===== src/fcsr_regs.vh =====
// register map, field positions and reset values of the flash command and status block
`ifndef FCSR_REGS_VH
`define FCSR_REGS_VH
`define FCSR_OFF_CONFIG   4'h0
`define FCSR_OFF_PROT     4'h4
`define FCSR_OFF_STATUS   4'h8
`define FCSR_OFF_CMD      4'hc
`define FCSR_OFF_DIVIDER  5'h10
`define FCSR_OFF_ARRAY    5'h14
`define FCSR_OFF_SECURE   5'h18
`define FCSR_CFG_MASK     8'he0
`define FCSR_CFG_KEYEN    5
`define FCSR_ST_BUFEMPTY  7
`define FCSR_ST_COMPLETE  6
`define FCSR_ST_PVIOL     5
`define FCSR_ST_ACCERR    4
`define FCSR_ST_BLANK     2
`define FCSR_DIV_LOADED   7
`define FCSR_CMD_BLANK    8'h05
`define FCSR_CMD_BYTE     8'h20
`define FCSR_CMD_BURST    8'h25
`define FCSR_CMD_PAGE     8'h40
`define FCSR_CMD_MASS     8'h41
`define FCSR_KEY_FIRST    16'hffb0
`define FCSR_KEY_LAST     16'hffb7
`define FCSR_SEC_UNSEC    2'b10
`define FCSR_SEC_RESET    2'b00
`define FCSR_ST_RESET     8'hc0
`define FCSR_OKAY         2'b00
`define FCSR_SLVERR       2'b10
`define FCSR_PAGE_BYTES   16'h0200
`endif


===== src/fcsr_exec.v =====
// command execution timer: runs a launched command for a fixed number of cycles
`timescale 1ns/1ps
`include "fcsr_regs.vh"
module fcsr_exec #(
    parameter CYCLES = 16
) (
    input  wire       clk,
    input  wire       rst_n,
    input  wire       start,
    input  wire       abort,
    output reg        busy_ff,
    output reg        done_ff
);
    reg  [15:0] cnt_ff;
    always @(posedge clk or negedge rst_n) begin
        if (!rst_n) begin
            cnt_ff  <= 16'h0000;
            busy_ff <= 1'b0;
            done_ff <= 1'b0;
        end else begin
            done_ff <= 1'b0;
            if (abort) begin
                busy_ff <= 1'b0;
                cnt_ff  <= 16'h0000;
            end else if (start) begin
                busy_ff <= 1'b1;
                cnt_ff  <= CYCLES[15:0];
            end else if (busy_ff) begin
                if (cnt_ff <= 16'h0001) begin
                    busy_ff <= 1'b0;
                    done_ff <= 1'b1;
                end
                cnt_ff <= cnt_ff - 16'h0001;
            end
        end
    end
endmodule


===== src/fcsr_top.v =====
// flash command, status, protection and configuration registers behind AXI4-Lite
// Function
// - config bits 7:5 read/write; bits 4:0 read zero, writes ignored
// - key enable 0 makes key-address writes command starts; 1 makes them key writes
// - protection register loaded from nonvolatile byte at reset, always readable
// - with disable 0 writes may only lower select value; with 1 no change
// - debug access may change every protection bit freely
// - select field bits 7:1 set end of unprotected low region; refuse protected
// - disable bit 0 protects selected block; 1 protects nothing
// - status bits 3,1,0 read zero, writes ignored
// - writing 1 to buffer-empty flag launches command, device clears flag
// - buffer-empty sets as a burst or a parked command moves to array; other launches hold it clear until done
// - complete flag set when buffer empty and idle; cleared on valid launch
// - protection violation set on protected target, command ignored; write 1 clears
// - access error on bad sequence, no divider, or stop mid-command; write 1 clears
// - blank flag set after blank check of erased array; cleared on valid launch
// - code 05 is blank check, code 41 is mass erase
// - code 20 is byte program, code 25 is burst byte program
// - code 40 is page erase of 512 bytes
// - every other code is illegal and sets access error
// - divider loaded flag 0 until first divider write; program/erase disabled meanwhile
// - successful blank check or key entry sets security code to unsecured
//
// Chosen here: register access over AXI4-Lite and the register addresses.
`timescale 1ns/1ps
`include "fcsr_regs.vh"
module fcsr_top #(
    parameter EXEC_CYCLES = 16
) (
    input  wire        SYS_CLK,
    input  wire        RESETN,
    input  wire [7:0]  NONVOLATILE_PROTECTION_BYTE_BYTE,
    input  wire        BDM_PROT_WE,
    input  wire [7:0]  BDM_PROT_DATA,
    input  wire        ARRAY_WE,
    input  wire [15:0] ARRAY_ADDR,
    input  wire        ARRAY_ERASED,
    input  wire        KEY_MATCH,
    input  wire        STOP_REQ,
    output wire        KEY_WRITE,
    output wire        CMD_BUSY,
    output wire [7:0]  CMD_CODE,
    output wire [15:0] CMD_ADDR,
    output wire [1:0]  SEC_STATE,
    input  wire [4:0]  S_AXI_AWADDR,
    input  wire        S_AXI_AWVALID,
    output wire        S_AXI_AWREADY,
    input  wire [31:0] S_AXI_WDATA,
    input  wire [3:0]  S_AXI_WSTRB,
    input  wire        S_AXI_WVALID,
    output wire        S_AXI_WREADY,
    output wire [1:0]  S_AXI_BRESP,
    output wire        S_AXI_BVALID,
    input  wire        S_AXI_BREADY,
    input  wire [4:0]  S_AXI_ARADDR,
    input  wire        S_AXI_ARVALID,
    output wire        S_AXI_ARREADY,
    output wire [31:0] S_AXI_RDATA,
    output wire [1:0]  S_AXI_RRESP,
    output wire        S_AXI_RVALID,
    input  wire        S_AXI_RREADY
);
    reg  [4:0]  awaddr_ff;
    reg         aw_have_ff;
    reg  [31:0] wdata_ff;
    reg         w_lane0_ff;
    reg         w_have_ff;
    reg         bvalid_ff;
    reg  [1:0]  bresp_ff;
    reg         rvalid_ff;
    reg  [31:0] rdata_ff;
    reg  [1:0]  rresp_ff;
    reg  [7:0]  cfg_ff;
    reg  [7:0]  prot_ff;
    reg         prot_loaded_ff;
    reg  [7:0]  cmd_ff;
    reg  [7:0]  run_cmd_ff;
    reg  [15:0] run_addr_ff;
    reg         bufempty_ff;
    reg         complete_ff;
    reg         pviol_ff;
    reg         accerr_ff;
    reg         blank_ff;
    reg         div_loaded_ff;
    reg  [7:0]  div_ff;
    reg  [1:0]  sec_ff;
    reg  [1:0]  seq_ff;
    reg  [15:0] seq_addr_ff;
    reg         pend_ff;
    reg  [7:0]  pend_cmd_ff;
    reg  [15:0] pend_addr_ff;
    reg  [1:0]  stop_sync_ff;
    reg  [1:0]  erased_sync_ff;
    reg         key_sync_ff;
    reg         key_meta_ff;
    wire        exec_busy;
    wire        exec_done;
    // command sequence: array write, command write, launch
    localparam SEQ_IDLE = 2'b00;
    localparam SEQ_DATA = 2'b01;
    localparam SEQ_CMD  = 2'b10;
    localparam SEQ_GO   = 2'b11;
    // register writes land once address and data are both held
    wire        wr_go    = aw_have_ff && w_have_ff && !bvalid_ff;
    wire        wr_cfg   = wr_go && w_lane0_ff && awaddr_ff[4:2] == `FCSR_OFF_CONFIG >> 2;
    wire        wr_prot  = wr_go && w_lane0_ff && awaddr_ff[4:2] == `FCSR_OFF_PROT >> 2;
    wire        wr_stat  = wr_go && w_lane0_ff && awaddr_ff[4:2] == `FCSR_OFF_STATUS >> 2;
    wire        wr_cmd   = wr_go && w_lane0_ff && awaddr_ff[4:2] == `FCSR_OFF_CMD >> 2;
    wire        wr_div   = wr_go && w_lane0_ff && awaddr_ff == `FCSR_OFF_DIVIDER;
    wire        wr_known = awaddr_ff[4:2] <= (`FCSR_OFF_SECURE >> 2);
    wire        keyen    = cfg_ff[`FCSR_CFG_KEYEN];
    wire        in_key   = ARRAY_ADDR >= `FCSR_KEY_FIRST && ARRAY_ADDR <= `FCSR_KEY_LAST;
    wire        launch   = wr_stat && wdata_ff[`FCSR_ST_BUFEMPTY] && bufempty_ff;
    wire        arr_cmd  = ARRAY_WE && !(keyen && in_key);
    wire        stop_s   = stop_sync_ff[1];
    wire        cmd_legal = cmd_ff == `FCSR_CMD_BLANK || cmd_ff == `FCSR_CMD_BYTE ||
                            cmd_ff == `FCSR_CMD_BURST || cmd_ff == `FCSR_CMD_PAGE ||
                            cmd_ff == `FCSR_CMD_MASS;
    wire        is_pe     = cmd_ff != `FCSR_CMD_BLANK;
    wire        is_mass   = cmd_ff == `FCSR_CMD_MASS;
    // page erase is judged by the base of its page
    wire [15:0] page_base = seq_addr_ff & ~(`FCSR_PAGE_BYTES - 16'h0001);
    // everything above this end is protected while disable is 0
    wire [15:0] unprot_end = {prot_ff[7:1], 9'h1ff};
    wire        prot_hit  = !prot_ff[0] && is_pe &&
                            (is_mass || (cmd_ff == `FCSR_CMD_PAGE ? page_base : seq_addr_ff)
                             > unprot_end);
    // launch checks; exactly one outcome per launch
    wire        seq_bad   = launch && seq_ff != SEQ_CMD;
    wire        bad_code  = launch && seq_ff == SEQ_CMD && !cmd_legal;
    wire        no_div    = launch && seq_ff == SEQ_CMD && cmd_legal && !div_loaded_ff;
    wire        pviol_set = launch && seq_ff == SEQ_CMD && cmd_legal && div_loaded_ff &&
                            prot_hit;
    wire        good      = launch && seq_ff == SEQ_CMD && cmd_legal && div_loaded_ff &&
                            !prot_hit;
    wire        burst_good = good && cmd_ff == `FCSR_CMD_BURST;
    // a launch while busy waits in the one-entry buffer
    wire        start_now = good && !exec_busy;
    wire        start_pend = pend_ff && exec_done;
    // stop entry kills the running command
    wire        abort     = stop_s && exec_busy;
    wire        seq_break = (arr_cmd && seq_ff != SEQ_IDLE && seq_ff != SEQ_DATA) ||
                            (wr_cmd && seq_ff != SEQ_DATA);
    fcsr_exec #(
        .CYCLES (EXEC_CYCLES)
    ) u_exec (
        .clk     (SYS_CLK),
        .rst_n   (RESETN),
        .start   (start_now || start_pend),
        .abort   (abort),
        .busy_ff (exec_busy),
        .done_ff (exec_done)
    );
    assign S_AXI_AWREADY = !aw_have_ff;
    assign S_AXI_WREADY  = !w_have_ff;
    assign S_AXI_BVALID  = bvalid_ff;
    assign S_AXI_BRESP   = bresp_ff;
    assign S_AXI_ARREADY = !rvalid_ff;
    assign S_AXI_RVALID  = rvalid_ff;
    assign S_AXI_RDATA   = rdata_ff;
    assign S_AXI_RRESP   = rresp_ff;
    // key addresses go to the comparator while key enable is set
    assign KEY_WRITE     = ARRAY_WE && keyen && in_key;
    assign CMD_BUSY      = exec_busy;
    assign CMD_CODE      = run_cmd_ff;
    assign CMD_ADDR      = run_addr_ff;
    assign SEC_STATE     = sec_ff;
    // input synchronisers
    always @(posedge SYS_CLK or negedge RESETN) begin
        if (!RESETN) begin
            stop_sync_ff   <= 2'b00;
            erased_sync_ff <= 2'b00;
            key_meta_ff    <= 1'b0;
            key_sync_ff    <= 1'b0;
        end else begin
            stop_sync_ff   <= {stop_sync_ff[0], STOP_REQ};
            erased_sync_ff <= {erased_sync_ff[0], ARRAY_ERASED};
            key_meta_ff    <= KEY_MATCH;
            key_sync_ff    <= key_meta_ff;
        end
    end
    // axi write channel
    always @(posedge SYS_CLK or negedge RESETN) begin
        if (!RESETN) begin
            awaddr_ff  <= 5'h00;
            aw_have_ff <= 1'b0;
            wdata_ff   <= 32'h00000000;
            w_lane0_ff <= 1'b0;
            w_have_ff  <= 1'b0;
            bvalid_ff  <= 1'b0;
            bresp_ff   <= `FCSR_OKAY;
        end else begin
            if (S_AXI_AWVALID && !aw_have_ff) begin
                awaddr_ff  <= S_AXI_AWADDR;
                aw_have_ff <= 1'b1;
            end
            if (S_AXI_WVALID && !w_have_ff) begin
                wdata_ff   <= S_AXI_WDATA;
                w_lane0_ff <= S_AXI_WSTRB[0];
                w_have_ff  <= 1'b1;
            end
            if (wr_go) begin
                aw_have_ff <= 1'b0;
                w_have_ff  <= 1'b0;
                bvalid_ff  <= 1'b1;
                bresp_ff   <= wr_known ? `FCSR_OKAY : `FCSR_SLVERR;
            end else if (bvalid_ff && S_AXI_BREADY) begin
                bvalid_ff <= 1'b0;
            end
        end
    end
    // axi read channel
    always @(posedge SYS_CLK or negedge RESETN) begin
        if (!RESETN) begin
            rvalid_ff <= 1'b0;
            rdata_ff  <= 32'h00000000;
            rresp_ff  <= `FCSR_OKAY;
        end else if (S_AXI_ARVALID && !rvalid_ff) begin
            rvalid_ff <= 1'b1;
            rresp_ff  <= `FCSR_OKAY;
            case (S_AXI_ARADDR[4:2])
                3'h0:    rdata_ff <= {24'h000000, cfg_ff & `FCSR_CFG_MASK};
                3'h1:    rdata_ff <= {24'h000000, prot_ff};
                3'h2:    rdata_ff <= {24'h000000, bufempty_ff, complete_ff, pviol_ff,
                                      accerr_ff, 1'b0, blank_ff, 2'b00};
                3'h3:    rdata_ff <= {24'h000000, cmd_ff};
                3'h4:    rdata_ff <= {24'h000000, div_loaded_ff, div_ff[6:0]};
                3'h5:    rdata_ff <= {30'h00000000, exec_busy, pend_ff};
                3'h6:    rdata_ff <= {30'h00000000, sec_ff};
                default: begin
                    rdata_ff <= 32'h00000000;
                    rresp_ff <= `FCSR_SLVERR;
                end
            endcase
        end else if (rvalid_ff && S_AXI_RREADY) begin
            rvalid_ff <= 1'b0;
        end
    end
    // configuration, protection, divider
    always @(posedge SYS_CLK or negedge RESETN) begin
        if (!RESETN) begin
            cfg_ff         <= 8'h00;
            prot_ff        <= 8'h00;
            prot_loaded_ff <= 1'b0;
            div_ff         <= 8'h00;
            div_loaded_ff  <= 1'b0;
        end else begin
            if (wr_cfg) begin
                cfg_ff <= wdata_ff[7:0] & `FCSR_CFG_MASK;
            end
            // first clock after reset copies the nonvolatile byte
            if (!prot_loaded_ff) begin
                prot_ff        <= NONVOLATILE_PROTECTION_BYTE_BYTE;
                prot_loaded_ff <= 1'b1;
            end else if (BDM_PROT_WE) begin
                prot_ff <= BDM_PROT_DATA;
            end else if (wr_prot && !prot_ff[0] && wdata_ff[7:1] < prot_ff[7:1]) begin
                prot_ff[7:1] <= wdata_ff[7:1];
            end
            if (wr_div) begin
                div_ff        <= wdata_ff[7:0];
                div_loaded_ff <= 1'b1;
            end
        end
    end
    // command sequence and status flags
    always @(posedge SYS_CLK or negedge RESETN) begin
        if (!RESETN) begin
            seq_ff       <= SEQ_IDLE;
            seq_addr_ff  <= 16'h0000;
            cmd_ff       <= 8'h00;
            bufempty_ff  <= 1'b1;
            complete_ff  <= 1'b1;
            pviol_ff     <= 1'b0;
            accerr_ff    <= 1'b0;
            blank_ff     <= 1'b0;
            pend_ff      <= 1'b0;
            pend_cmd_ff  <= 8'h00;
            pend_addr_ff <= 16'h0000;
            run_cmd_ff   <= 8'h00;
            run_addr_ff  <= 16'h0000;
            sec_ff       <= `FCSR_SEC_RESET;
        end else begin
            if (wr_cmd) begin
                cmd_ff <= wdata_ff[7:0];
            end
            if (seq_break || seq_bad || bad_code || no_div || pviol_set || good || abort) begin
                seq_ff <= SEQ_IDLE;
            end else if (arr_cmd && seq_ff == SEQ_IDLE && bufempty_ff) begin
                seq_ff      <= SEQ_DATA;
                seq_addr_ff <= ARRAY_ADDR;
            end else if (wr_cmd && seq_ff == SEQ_DATA) begin
                seq_ff <= SEQ_CMD;
            end
            if (start_now) begin
                run_cmd_ff  <= cmd_ff;
                run_addr_ff <= seq_addr_ff;
            end else if (start_pend) begin
                run_cmd_ff  <= pend_cmd_ff;
                run_addr_ff <= pend_addr_ff;
            end
            // a valid command launched while the executor is busy parked until it finishes; stop entry drops it
            if (good && exec_busy) begin
                pend_ff      <= 1'b1;
                pend_cmd_ff  <= cmd_ff;
                pend_addr_ff <= seq_addr_ff;
            end else if (start_pend || abort) begin
                pend_ff <= 1'b0;
            end
            if (good && (!burst_good || exec_busy)) begin
                bufempty_ff <= 1'b0;
            end else if ((burst_good && !exec_busy) || start_pend || abort ||
                         (!pend_ff && exec_done)) begin
                bufempty_ff <= 1'b1;
            end
            if (good) begin
                complete_ff <= 1'b0;
            end else if (bufempty_ff && !pend_ff && !exec_busy) begin
                complete_ff <= 1'b1;
            end
            // a set wins over a write-1 clear in the same cycle
            if (pviol_set) begin
                pviol_ff <= 1'b1;
            end else if (wr_stat && wdata_ff[`FCSR_ST_PVIOL]) begin
                pviol_ff <= 1'b0;
            end
            if (seq_bad || bad_code || no_div || seq_break || abort) begin
                accerr_ff <= 1'b1;
            end else if (wr_stat && wdata_ff[`FCSR_ST_ACCERR]) begin
                accerr_ff <= 1'b0;
            end
            if (exec_done && run_cmd_ff == `FCSR_CMD_BLANK && erased_sync_ff[1]) begin
                blank_ff <= 1'b1;
                sec_ff   <= `FCSR_SEC_UNSEC;
            end else if (good) begin
                blank_ff <= 1'b0;
            end
            // key match unsecures until the next reset
            if (key_sync_ff) begin
                sec_ff <= `FCSR_SEC_UNSEC;
            end
        end
    end
endmodule


===== config.mk =====
export PLATFORM = sky130hd
export DESIGN_NAME = fcsr_top
export DESIGN_NICKNAME = d
export VERILOG_FILES = /design/src/fcsr_exec.v /design/src/fcsr_top.v
export VERILOG_INCLUDE_DIRS = /design/src
export SDC_FILE = /design/constraint.sdc
export NUM_CORES = 1
export LEC_CHECK = 0
export ABC_AREA = 1
export BUFFER_PORTS_ARGS = -buffer_cell sky130_fd_sc_hd__clkbuf_2
export CELL_PAD_IN_SITES_DETAIL_PLACEMENT = 1
export CELL_PAD_IN_SITES_GLOBAL_PLACEMENT = 1
export CORE_MARGIN = 3
export CORE_UTILIZATION = 44
export CTS_CLUSTER_DIAMETER = 120
export CTS_CLUSTER_SIZE = 30
export DETAILED_ROUTE_END_ITERATION = 6
export PLACE_DENSITY_LB_ADDON = 0.1
export SLEW_MARGIN = 20
export SYNTH_ARGS = -nofsm -noshare
export SYNTH_HDL_FRONTEND = slang
export SYNTH_SLANG_ARGS = --single-unit
export TNS_END_PERCENT = 1

===== constraint.sdc =====
create_clock -name SYS_CLK -period 3.06 [get_ports SYS_CLK]
set_input_delay 0.612 -clock SYS_CLK [delete_from_list [all_inputs] [get_ports SYS_CLK]]
set_output_delay 0.612 -clock SYS_CLK [all_outputs]
set_load 0.01 [all_outputs]

After elaboration in Yosys (flattened, before gate mapping). Index checks and enable logic that the tools add are counted.

Bits in registers: 180.

$add $sub $neg: 1. Order comparisons: 6. Eq/ne operators: 23. Muxes and demuxes: 48. Bitwise logic cells: 1. Reduce and logical (&&, ||, !) cells: 106.

Operator list (number): $mux 16 (5); $pmux 8 s7 (1); $logic_and 1x1->1 (52); $mux 1 (29); $reduce_bool 2->1 (13); $mux 8 (3); $logic_or 1x1->1 (22); $eq 8x3->1 const B (2); $eq 8x6->1 const B (2); $eq 8x7->1 const B (2); $ge 16x16->1 const B (1); $gt 16x16->1 (1); $le 16x1->1 const B (1); $le 16x16->1 const B (1); $sub 16x1->16 const B (1); $mux 2 (7); $mux 7 (2); $eq 3x2->1 const B (4); $logic_not 1->1 (12); $eq 3x3->1 const B (3); $mux 9 (1); $ne 8x3->1 const B (1); $lt 7x7->1 (1); $reduce_or 7->1 (1); 13 further kinds (17).

Longest topological paths before layout. Gate-level depths: netlist of run 1.

Depth after elaboration: 17. Gate-level depth with buffers: 14. Mapped depth without buffers: 13.

Hierarchy. A second synthesis of run 1 with hierarchy kept.

Cell total of the unflattened synthesis: 929. Area total of the unflattened synthesis: 7743.7 um^2.

By module, submodules not included: fcsr_top (times used 1, cells each 792, area each 6745.2 um^2, sequential area each 3380.7 um^2); fcsr_exec (times used 1, cells each 137, area each 998.5 um^2, sequential area each 450.4 um^2).

Worst setup path before layout of run 1. No wires, ideal clock.

Path type: input to register. From: input ARRAY_ADDR[3]. To: register seq_addr_ff[10]. Library setup time: 0.118 ns. Arrival time: 1.731 ns. Required time: 2.942 ns. Slack: 1.211 ns. Cell stages on the path: 10. Buffers on the path: 1. Path through: inv_1 nand4_1 nor2_1 nand2_1 nand4_1 nor2_1 nand4_4 buf_4 nand2_1 nand2_1.

Longest elaborated chain between the ends: 16.

Ends and longest elaborated chain: start: declaration (line fcsr_top.v:36) `input wire [15:0] ARRAY_ADDR,`; $ge 16x16->1 (no source line) / $le 16x16->1 (equally long branches); $logic_and 1x1->1 (no source line) *; $logic_and 1x1->1 * (line fcsr_top.v:114) `wire arr_cmd = ARRAY_WE && !(keyen && in_key);`; $logic_not 1->1 * (line fcsr_top.v:114); $logic_and 1x1->1 * (line fcsr_top.v:114); $logic_and 1x1->1 (2 in series) (line fcsr_top.v:142) `wire seq_break = (arr_cmd && seq_ff != SEQ_IDLE && seq_ff != SEQ_DATA) ||`; $logic_or 1x1->1 (line fcsr_top.v:142); $logic_or 1x1->1 (6 in series) (line fcsr_top.v:287) `if (seq_break || seq_bad || bad_code || no_div || pviol_set || good || abort) begin`; $not 1->1 (no source line); $reduce_and 2->1 (no source line) *; end signal: assignment (line fcsr_top.v:270) `seq_addr_ff <= 16'h0000;`; end signal: assignment (line fcsr_top.v:291) `seq_addr_ff <= ARRAY_ADDR;`; end: declaration (line fcsr_top.v:88) `reg [15:0] seq_addr_ff;`.

Every way passes the cells marked *; elsewhere a longest branch is shown, timed or not. A chain may end at the register's enable or synchronous reset.

Worst setup path in the final report of run 1.
From: register prot_ff[3]. To: register run_cmd_ff[5], in the netlist CMD_CODE[5].

Longest elaborated chain between the ends: 7.

Ends and longest elaborated chain: start: declaration (line fcsr_top.v:74) `reg [7:0] prot_ff;`; start signal: assignment (line fcsr_top.v:258) `prot_ff[7:1] <= wdata_ff[7:1];`; $gt 16x16->1 * (line fcsr_top.v:126) `` (is_mass || (cmd_ff == `FCSR_CMD_PAGE ? page_base : seq_addr_ff) ``; $logic_or 1x1->1 * (line fcsr_top.v:126); $logic_and 1x1->1 * (line fcsr_top.v:125) `wire prot_hit = !prot_ff[0] && is_pe &&`; $logic_not 1->1 * (line fcsr_top.v:135) `!prot_hit;`; $logic_and 1x1->1 * (line fcsr_top.v:134) `wire good = launch && seq_ff == SEQ_CMD && cmd_legal && div_loaded_ff &&`; $logic_and 1x1->1 * (line fcsr_top.v:138) `wire start_now = good && !exec_busy;`; $mux 8 / $reduce_bool 2->1 (equally long branches); end signal: assignment (line fcsr_top.v:296) `run_cmd_ff <= cmd_ff;`; end signal: assignment (line fcsr_top.v:299) `run_cmd_ff <= pend_cmd_ff;`; end: declaration (line fcsr_top.v:77) `reg [7:0] run_cmd_ff;`.

Marked as above.

==> qor.csv, run 1 <==
stage,metric,value,unit
cells_and_area,ANT cells,0,
detailed_routing,Vias/cell,5.22,
die,initial core utilization,45.7,%
die,io pins,159,
power_and_ir_drop,PD cells,625,mW/mm2
clock_network,H-tree depth,4,
clock_network,Setup Buffers After CTS,0,
detailed_routing,Total Wirelength,21400,um
power_and_ir_drop,Power Total,5.57,mW
cells_and_area,FILL cells,2102,
timing,setup violators final,0,
power_and_ir_drop,clock power share,38.0,%
synthesis,top post-synthesis cells by count,"200 x nand2_1, 151 x dfrtp_1, 103 x nand3_1",
power_and_ir_drop,worst vdd ir,0.440,mV
power_and_ir_drop,combinational fraction of design power,17.7,%
clock_network,clock slew at reported path FFs,60,ps
detailed_routing,DRC violations left,0,
die,Die Y,138,um
timing,FMAX,406,MHz
timing,final worst slack,600,ps
placement,dpl hpwl,15700,um
global_routing,first-pass GRT wire length,35800,um
timing,final period utilization,80.4,%
worst_setup_path,crit path from,prot_ff[3],
detailed_routing,DRT Pass-1 Iters,4,
power_and_ir_drop,Seq pwr share,44.3,%
timing,setup_tns,0,ps
synthesis,Post-synth EDFFs,0,
worst_setup_path,FF-to-FF setup slack,600,ps
die,Die X,138,um
synthesis,most frequent cell after synthesis,nand2_1,
worst_setup_path,Crit Reg-Reg Startpoint,prot_ff[3],
synthesis,Async SR Flop Fraction,100,%
synthesis,register area share after synthesis,49.8,%
die,CORE AREA,0.0168,mm2
timing,Slew @ Worst Pin,818,ps
placement,GP Congestion,0.838,
clock_network,post-cts resize count,0,
global_routing,vias in the first global route,6842,
synthesis,Synth Register Bits,153,
synthesis,Yosys top cell area share,49.1,%
global_routing,Tot GR Track Use,23.0,%
power_and_ir_drop,switching power,1.66,mW
cells_and_area,Layout area overhead,15.9,%
hold_path,worst hold path type,primary input to asynchronous set/reset pin,
clock_network,clock root cell,clkbuf_16,
clock_network,CTS tree,built,
global_routing,largest net degree at the start of global routing,66,
clock_network,"Clk Latency, worst-skew pair",430,ps
synthesis,Main synth FF type,dfrtp_1,
power_and_ir_drop,P_int,3.90,mW
timing,Slew Limit Fails,0,
detailed_routing,via count,6522,
placement,Post-Place Worst Slack,593,ps
power_and_ir_drop,leakage power,4.71,nW
cells_and_area,Non-Filler Instances,1250,
timing,RSZ-0062 raised after global routing,false,
synthesis,synthesized area,0.00769,mm2
power_and_ir_drop,Switching Share,29.9,%
timing,Slew headroom,45.4,%
worst_setup_path,required time worst endpoint,3420,ps
worst_setup_path,Worst Path Arrival,2820,ps
timing,Final min period,2460,ps
placement,# placed instances,1218,
timing,skew final,9.02,ps
global_routing,initial antenna violation count,0,
synthesis,largest cells by area after synthesis,"dfrtp_1 49%, nand2_1 9.8%, nand3_1 6.7%",
clock_network,TritonCTS buffer count,17,
timing,Min Hold Slack,83.0,ps
timing,Final Hold Vio Count,0,
cells_and_area,fin nets,1122,
worst_setup_path,Max Fanout on Critical Path,27,
clock_network,clock buffer depth,2,
job,total of max-cap violations,0,
cells_and_area,share of layout cells above drive strength 1,20.0,%
worst_setup_path,worst setup path class,register to register,
worst_setup_path,Setup crit end kind,register,
placement,Port Buffers,102,
detailed_routing,initial DRC count,373,
synthesis,Synth Area per Inst,8.38,um2
die,Row Count,47,
clock_network,cts hold-fix bufs,0,
detailed_routing,Antenna Violating Nets Remaining,0,
detailed_routing,Wirelength per Cell,17.1,um
die,die area,0.0191,mm2
global_routing,Overflow after GRT,0,
worst_setup_path,crit start category,register,
synthesis,post-synthesis cell type count,45,
synthesis,Synth Instances,917,
synthesis,post-synth top area cell,dfrtp_1,
worst_setup_path,Worst Reg2Reg Path Length in Cells,12,
outcome,status,"complete, no violations",
worst_setup_path,reg2reg end,CMD_CODE[5],
synthesis,Ys Warns,0,
clock_network,clk sinks,153,
layer usage:
| layer | GRT usage [%] | routed length, um | up-vias |
|---|---|---|---|
| met4 | 6.40 | 274 | 0 |
| li1 | - | - | 3143 |
| met1 | 32.1 | 10000 | 3217 |
| met2 | 36.8 | 10100 | 144 |
| met3 | 4.56 | 990 | 18 |
| met5 | 0 | 0 | - |
final cells by class:
class                           instances  area [um2]  area share [%]
Clock buffer                           26         509            5.72
Inverter                              126         473            5.31
Sequential cell                       153        3830            43.0
Timing Repair Buffer                  111         609            6.84
Tap cell                              220         275            3.09
Multi-Input combinational cell        608        3120            35.1
Clock inverter                          6        86.3           0.969
cells in the final DEF (no fill, tap or decap), types with 7 or more instances in the layout:
master	instances
inv_2	28
nand4_1	30
nor2_1	64
o211ai_1	11
nor3_1	9
nor4_1	7
conb_1	28
o21ai_1	10
inv_1	96
buf_4	7
a21oi_1	24
nand2_1	200
o21ai_2	10
xor2_1	7
clkbuf_16	17
ha_1	15
o21ai_0	45
dfrtp_1	151
clkbuf_2	101
nand3_1	103
nand2_2	11
kinds of logic (layout without fill, tap and decap cells):
group,Yosys count,in the layout,synth area share [%]
other,2,28,0.0977
adders and majority gates,15,15,2.44
DFF,153,153,49.8
AOI/OAI and AO/OA,113,113,8.79
xor gates and xnor gates,11,11,1.25
buffers and inverters,182,269,10.8
muxes,3,3,0.439
and+or+nand+nor,438,438,26.3
power by group through the flow:
stage	clock network [mW]	logic [mW]	registers (mW)
final	2.12	0.983	2.46
after global routing	2.26	1.13	2.49
after CTS	2.16	0.995	2.46
after detailed placement	0	0.976	2.50
after global placement	0	0.952	2.49
after floorplan	0	0.637	2.45
flip-flops by register name, indices dropped and copies added, names as in the netlist, 2 cells and up:
register / count
seq_addr_ff: 16
prot_ff: 8
stop_sync_ff: 2
erased_sync_ff: 2
pend_addr_ff: 16
cmd_ff: 8
CMD_CODE: 8
u_exec.cnt_ff: 16
S_AXI_RDATA: 8
cfg_ff: 3
wdata_ff: 8
pend_cmd_ff: 8
CMD_ADDR: 16
awaddr_ff: 5
seq_ff: 2
div_ff: 7
how the worst max path moves through the flow:
stage / endpoint / slack [ps]
after detailed placement: u_exec.cnt_ff[14] / 590
after global routing: u_exec.cnt_ff[15] / 350
final: CMD_CODE[5] / 600
after floorplan: seq_addr_ff[10] / 1210
after global placement: u_exec.cnt_ff[14] / 630
after CTS: CMD_CODE[5] / 560
worst max-delay path, cell delays in order (launching register included):
cell and delay [ps]:
dfrtp_1 360, inv_1 120, ha_1 340, nand2_1 60
nor2_1 120, nand2_1 70, nor2_1 150, nand2_1 90
nand3_2 150, nand3_4 300, inv_2 410, nand2_1 110
nand3_1 100
metrics by stage:
stage / util [%] / cell area (um2)
finish: 53.0 / 8910
global route: 53.0 / 8910
CTS: 53.0 / 8910
detailed placement: 49.4 / 8310
global placement: 49.4 / 8310
floorplan: - / 7790
Note: power is estimated with default switching activity, not from simulation.
==> run 2, diff against run 1 <==
--- a/config.mk
+++ b/config.mk
@@ -11,7 +11,7 @@
 export CELL_PAD_IN_SITES_DETAIL_PLACEMENT = 1
 export CELL_PAD_IN_SITES_GLOBAL_PLACEMENT = 1
 export CORE_MARGIN = 3
-export CORE_UTILIZATION = 44
+export CORE_UTILIZATION = 41
 export CTS_CLUSTER_DIAMETER = 120
 export CTS_CLUSTER_SIZE = 30
 export DETAILED_ROUTE_END_ITERATION = 6
==> constraint.sdc (replaced) <==
create_clock -name SYS_CLK -period 2.3 [get_ports SYS_CLK]
set_input_delay 0.46 -clock SYS_CLK [delete_from_list [all_inputs] [get_ports SYS_CLK]]
set_output_delay 0.46 -clock SYS_CLK [all_outputs]
set_load 0.01 [all_outputs]
==> run 2 against run 1 <==
Effect of this change: critical path depth up 2; register-to-register slack worse by 490 ps; clock-buffer cell count down 7; die area up 7.0%; setup slack worse by 490 ps; critical path type unchanged; largest cell class unchanged; highest routed layer unchanged.
==> qor.csv, run 2 (synthesis results as in run 1) <==
stage,metric,value,unit,change
worst_setup_path,required time worst endpoint,2620,ps,-800 ps
cells_and_area,Finished Cell Area,0.00919,mm2,+3.2%
clock_network,clock root cell,clkbuf_16,,
detailed_routing,DRT Pass-1 Iters,5,,+1
global_routing,Top Usage Layer GRT,met2,,
job,total of max-cap violations,0,,unchanged
cells_and_area,fin nets,1145,,+2.0%
power_and_ir_drop,leakage power,4.82,nW,+2.4%
global_routing,met3 global-route usage,3.72,%,-0.84 points
die,Die Y,143,um,+3.4%
worst_setup_path,crit start category,register,,
global_routing,met2 Use GR,34.4,%,-2.3 points
die,CORE AREA,0.0182,mm2,+8.3%
cells_and_area,Layout area overhead,19.5,%,
detailed_routing,DRC violations left,0,,unchanged
detailed_routing,via count,6597,,+1.1%
cells_and_area,post-layout util,50.5,%,-2.5 points
global_routing,met1 Use GR,30.4,%,-1.7 points
cells_and_area,most frequent cells in the layout,"200 x nand2_1, 151 x dfrtp_1, 103 x nand3_1",,
timing,Slew Limit Fails,0,,unchanged
detailed_routing,Total Wirelength,21400,um,+0.20%
global_routing,largest net degree at the start of global routing,48,,-27%
placement,# placed instances,1246,,+2.3%
cells_and_area,share of layout cells above drive strength 1,22.0,%,+2.0 points
worst_setup_path,crit path cell chain,inv_1 > ha_4 > nand2_1 > nor2_1 > nand2_1 > nor2_1 > nand2_1 > nand3_4 > nand2_4 > nor2_8 > clkbuf_16 > nand2_2 > o21ai_2 > inv_2,,
timing,final period utilization,95.4,%,+15 points
cells_and_area,FILL cells,2216,,+5.4%
cells_and_area,ANT cells,0,,unchanged
die,Row Count,49,,+4.3%
detailed_routing,Antenna Violating Nets Remaining,0,,unchanged
clock_network,clock slew at reported path FFs,60,ps,about the same
cells_and_area,Non-Filler Instances,1280,,+2.4%
power_and_ir_drop,worst vdd ir,0.512,mV,+16%
worst_setup_path,critical path's slowest cell,dfrtp_1,,
power_and_ir_drop,PD cells,826,mW/mm2,+32%
timing,FMAX,456,MHz,+12%
clock_network,H-tree depth,4,,unchanged
worst_setup_path,FF-to-FF setup slack,110,ps,-490 ps
worst_setup_path,worst setup path class,register to register,,
detailed_routing,Wirelength per Cell,16.7,um,-2.1%
clock_network,"Clk Latency, worst-skew pair",420,ps,about the same
worst_setup_path,Max stage delay on crit path,370,ps,-40 ps
clock_network,TritonCTS buffer count,17,,unchanged
timing,setup violators final,0,,unchanged
placement,GP Congestion,0.846,,+0.85%
global_routing,initial antenna violation count,0,,unchanged
detailed_routing,initial DRC count,362,,-2.9%
timing,Slew @ Worst Pin,821,ps,+3.39 ps
placement,dpl cell area,0.00848,mm2,+2.0%
clock_network,clk sinks,153,,unchanged
hold_path,worst hold path type,primary input to register,,
detailed_routing,Vias/cell,5.15,,-1.2%
worst_setup_path,"most used cell, CP",nand2_1,,
hold_path,Hold Path Stages,1,,
worst_setup_path,Setup crit end kind,register,,
die,Die X,143,um,+3.4%
placement,dpl hpwl,15700,um,-0.33%
global_routing,Tot GR Track Use,21.5,%,-1.5 points
timing,Slew headroom,45.2,%,-0.23 points
timing,skew final,11.5,ps,+2.48 ps
global_routing,Overflow after GRT,0,,unchanged
worst_setup_path,Max Fanout on Critical Path,8,,-70%
timing,setup_tns,0,ps,unchanged
global_routing,first-pass GRT wire length,34600,um,-3.4%
timing,Final min period,2190,ps,-266 ps
placement,Port Buffers,102,,unchanged
outcome,status,"complete, no violations",,
worst_setup_path,Worst Path Arrival,2510,ps,-310 ps
global_routing,vias in the first global route,6676,,-2.4%
cells_and_area,"most common cell after layout, fill and taps aside",nand2_1,,
die,io pins,159,,unchanged
worst_setup_path,Worst Reg2Reg Path Length in Cells,14,,+2
clock_network,clock buffer depth,2,,unchanged
timing,Final Hold Vio Count,0,,unchanged
clock_network,CTS tree,built,,
power_and_ir_drop,Power Total,7.59,mW,+36%
die,die area,0.0204,mm2,+7.0%
die,initial core utilization,42.2,%,-3.5 points
==> run 2: changes by cell type in the layout (fill, tap and decap cells not counted), sizes merged <==
cell,delta
dlygate4sd3,+1
clkbuf,-5
buf,+20
bufinv,+2
clkinvlp,+5
clkinv,-3
inv,+1
==> run 2: routing by layer <==
layer	vias to the layer above	routed length, um
met5	-	0
li1	3188	-
met4	0	182
met1	3230	10200
met3	14	1010
met2	165	9960
==> run 2: worst max-delay path, delay by kind of cell (launching register included) <==
family	cells	cell delay [ps]
AND/OR/NAND/NOR	9	970
flip-flops	1	370
buffers and inverters	3	370
adder cells (fa/ha/maj)	1	300
AO/OA/AOI/OAI	1	60
==> run 2: layout make-up <==
cell class                 count  area, um2  area share (%)
timing repair buffer         134        836            9.09
tap                          229        287            3.12
clock buffer                  19        433            4.71
clock inverter                11        174            1.89
multi-input combinational    608       3160            34.4
sequential                   153       3830            41.7
inverter                     126        473            5.15
==> run 2: stage by stage <==
stage	hold slack [ps]	setup WS [ps]
floorplan	164	514
global placement	333	168
finish	143	106
CTS	126	64.0
global route	125	-52.6
detailed placement	336	110
==> run 2: final timing paths <==
kind / startpoint / end
min in group asynchronous: RESETN / S_AXI_RVALID
hold / removal: STOP_REQ / stop_sync_ff[0]
hold reg to reg: stop_sync_ff[0] / stop_sync_ff[1]
setup reg to reg: prot_ff[3] / pend_addr_ff[2]
max in group asynchronous: RESETN / CMD_CODE[0]
setup / recovery: prot_ff[3] / pend_addr_ff[2]
==> run 2: report_power, final <==
group | switching [mW] | internal [mW]
Combinational | 0.932 | 0.470
Clock | 1.13 | 1.81
Sequential | 0.233 | 3.02
==> run 2: what timing repair did <==
| item | in CTS | in global routing |
|---|---|---|
| setup buffers | 0 | 1 |
| hold buffers | 1 | 0 |
| resized for setup | 0 | 5 |
| endpoints found under the setup margin | 0 | 41 |
| endpoints found under the hold margin | 43 | 0 |
==> run 3, diff against run 2 <==
==> constraint.sdc (replaced) <==
create_clock -name SYS_CLK -period 2.19 [get_ports SYS_CLK]
set_input_delay 0.438 -clock SYS_CLK [delete_from_list [all_inputs] [get_ports SYS_CLK]]
set_output_delay 0.438 -clock SYS_CLK [all_outputs]
set_load 0.01 [all_outputs]
==> run 3 against run 2 <==
Effect of this change: routed wire length rose by 1.3%; final cell count rose by 1.0%; utilization increased by 1.1 points; cell area grew 2.2%; flip-flop and latch count stayed put; critical path depth decreased by 10; clock power increased by 3%; largest power group unchanged; sequential power increased by 5%; sequential share of layout area down 0.87 points; register-to-register slack hardly changed; clock-buffer cell count rose by 4; global-route usage increased by 0.85 points.
==> qor.csv, run 3 (synthesis results as in run 1) <==
stage,metric,value,unit,change
worst_setup_path,crit start category,register,,
placement,Port Buffers,102,,unchanged
timing,Final min period,2100,ps,
timing,Min Hold Slack,127,ps,-16.7 ps
detailed_routing,Vias/cell,5.10,,-1.1%
detailed_routing,via count,6588,,-0.14%
global_routing,largest net degree at the start of global routing,47,,-2.1%
clock_network,H-tree depth,4,,unchanged
clock_network,TritonCTS buffer count,17,,unchanged
cells_and_area,post-layout util,51.6,%,+1.1 points
timing,FMAX,475,MHz,
global_routing,first-pass GRT wire length,35900,um,+3.8%
worst_setup_path,Setup crit end kind,output pin,,
global_routing,Tot GR Track Use,22.3,%,+0.85 points
cells_and_area,"most common cell after layout, fill and taps aside",nand2_1,,
timing,Slew headroom,45.9,%,+0.75 points
job,total of max-cap violations,0,,unchanged
timing,Slew Limit Fails,0,,unchanged
clock_network,clock root cell,clkbuf_16,,
cells_and_area,Layout area overhead,22.1,%,
cells_and_area,most frequent cells in the layout,"197 x nand2_1, 150 x dfrtp_1, 103 x nand3_1",,
cells_and_area,ANT cells,0,,unchanged
worst_setup_path,Worst Path Arrival,1670,ps,-840 ps
power_and_ir_drop,worst vdd ir,0.562,mV,+9.7%
detailed_routing,DRC violations left,0,,unchanged
detailed_routing,initial DRC count,271,,-25%
timing,final period utilization,96.0,%,
power_and_ir_drop,leakage power,4.92,nW,+2.2%
worst_setup_path,required time worst endpoint,1750,ps,-870 ps
die,Die X,143,um,unchanged
detailed_routing,Wirelength per Cell,16.8,um,+0.31%
detailed_routing,Antenna Violating Nets Remaining,0,,unchanged
power_and_ir_drop,PD cells,849,mW/mm2,+2.8%
timing,final worst slack,86.7,ps,-19.0 ps
clock_network,"Clk Latency, worst-skew pair",420,ps,about the same
cells_and_area,FILL cells,2215,,-0.045%
outcome,status,"complete, no violations",,
global_routing,Overflow after GRT,0,,unchanged
worst_setup_path,Max stage delay on crit path,480,ps,+110 ps
die,die area,0.0204,mm2,unchanged
global_routing,vias in the first global route,6898,,+3.3%
placement,dpl hpwl,15700,um,-0.14%
hold_path,worst hold path type,primary input to register,,
detailed_routing,Total Wirelength,21700,um,+1.3%
worst_setup_path,"delay-heaviest family, CP",simple AND/OR/NAND/NOR gates,,
cells_and_area,share of layout cells above drive strength 1,24.6,%,+2.6 points
worst_setup_path,FF-to-FF setup slack,110,ps,about the same
die,CORE AREA,0.0182,mm2,unchanged
worst_setup_path,Max Fanout on Critical Path,3,,-5
worst_setup_path,worst setup path class,register to output pin,,
timing,Slew @ Worst Pin,810,ps,-11.2 ps
worst_setup_path,crit path cell chain,nand4_1 > nor4_1 > and2_1 > clkbuf_2,,
worst_setup_path,Bufs and invs on worst path,1,,-2
placement,GP Congestion,0.847,,+0.14%
detailed_routing,DRT Pass-1 Iters,5,,unchanged
clock_network,CTS tree,built,,
clock_network,clock slew at reported path FFs,60,ps,about the same
cells_and_area,fin nets,1158,,+1.1%
clock_network,clock buffer depth,2,,unchanged
timing,Final Hold Vio Count,0,,unchanged
placement,Post-Place Worst Slack,13.5,ps,-96.7 ps
die,io pins,159,,unchanged
global_routing,initial antenna violation count,0,,unchanged
die,initial core utilization,42.2,%,unchanged
power_and_ir_drop,Power Total,7.97,mW,+5.0%
die,Die Y,143,um,unchanged
die,Row Count,49,,unchanged
timing,skew final,9.92,ps,-1.57 ps
clock_network,clk sinks,153,,unchanged
timing,setup violators final,0,,unchanged
worst_setup_path,critical path's slowest cell,dfrtp_1,,
## run 3: path summary, 6_finish.rpt
kind / startpoint / end / cells after the start
worst max-delay path: cfg_ff[5] / KEY_WRITE / 4
worst min-delay path: STOP_REQ / stop_sync_ff[0] / 1
worst max register to register: prot_ff[4] / pend_addr_ff[12] / 14
worst min register to register: stop_sync_ff[0] / stop_sync_ff[1] / 0
max in group asynchronous: RESETN / u_exec.cnt_ff[8] / 3
min in group asynchronous: RESETN / S_AXI_RDATA[0] / 2
## run 3: layout make-up
type                    instances  area (um2)  area share, %
multi-input cells             608        3220           34.3
clock buffers                  23         488           5.20
repair buffers                147         971           10.3
clock inverters                 7         116           1.24
flip-flops and latches        153        3830           40.8
well taps                     229         287           3.05
inverters                     126         475           5.06
## run 3: routing by layer
layer | global-route usage, % | share of wire (%)
met4 | 5.95 | 1.8
met1 | 31.7 | 48
met5 | 0 | 0
met3 | 3.82 | 3.6
met2 | 35.5 | 47
## run 3: power by group
| part | leakage, nW | switching [mW] | internal, mW |
|---|---|---|---|
| sequential | 2.02 | 0.249 | 3.17 |
| combinational | 2.61 | 0.997 | 0.526 |
| clock | 0.295 | 1.13 | 1.90 |
| total | 4.92 | 2.37 | 5.60 |
## run 3: worst reg2reg max path, stage by stage, from the launching register on
cell     delay (ps)
dfrtp_1         380
inv_2            70
ha_1            280
nand2_1          60
nor2_2          130
nand2_1          70
nor2_2          120
nand2_2          80
nand3_4         120
nand2_8          90
nor2_8          220
buf_6           180
nand2_1          50
o21ai_1         100
inv_2            40
## run 3: per-stage QoR
stage                     instances  instance area, um2  TNS, ps
after floorplan                 943                7790        0
after global placement         1250                8530        0
after detailed placement       1250                8530        0
after CTS                      1287                9280        0
after global routing           1293                9390    -49.9
final                          1293                9390        0
## run 3: timing repair
| item | CTS | global route |
|---|---|---|
| hold endpoints to repair | 42 | 0 |
| hold buffers | 1 | 0 |
| endpoints found under the setup margin | 44 | 49 |
| pin swaps | 3 | 8 |
| buffers inserted | 4 | 7 |
| gates resized for setup | 11 | 20 |
| cloned | 2 | 0 |
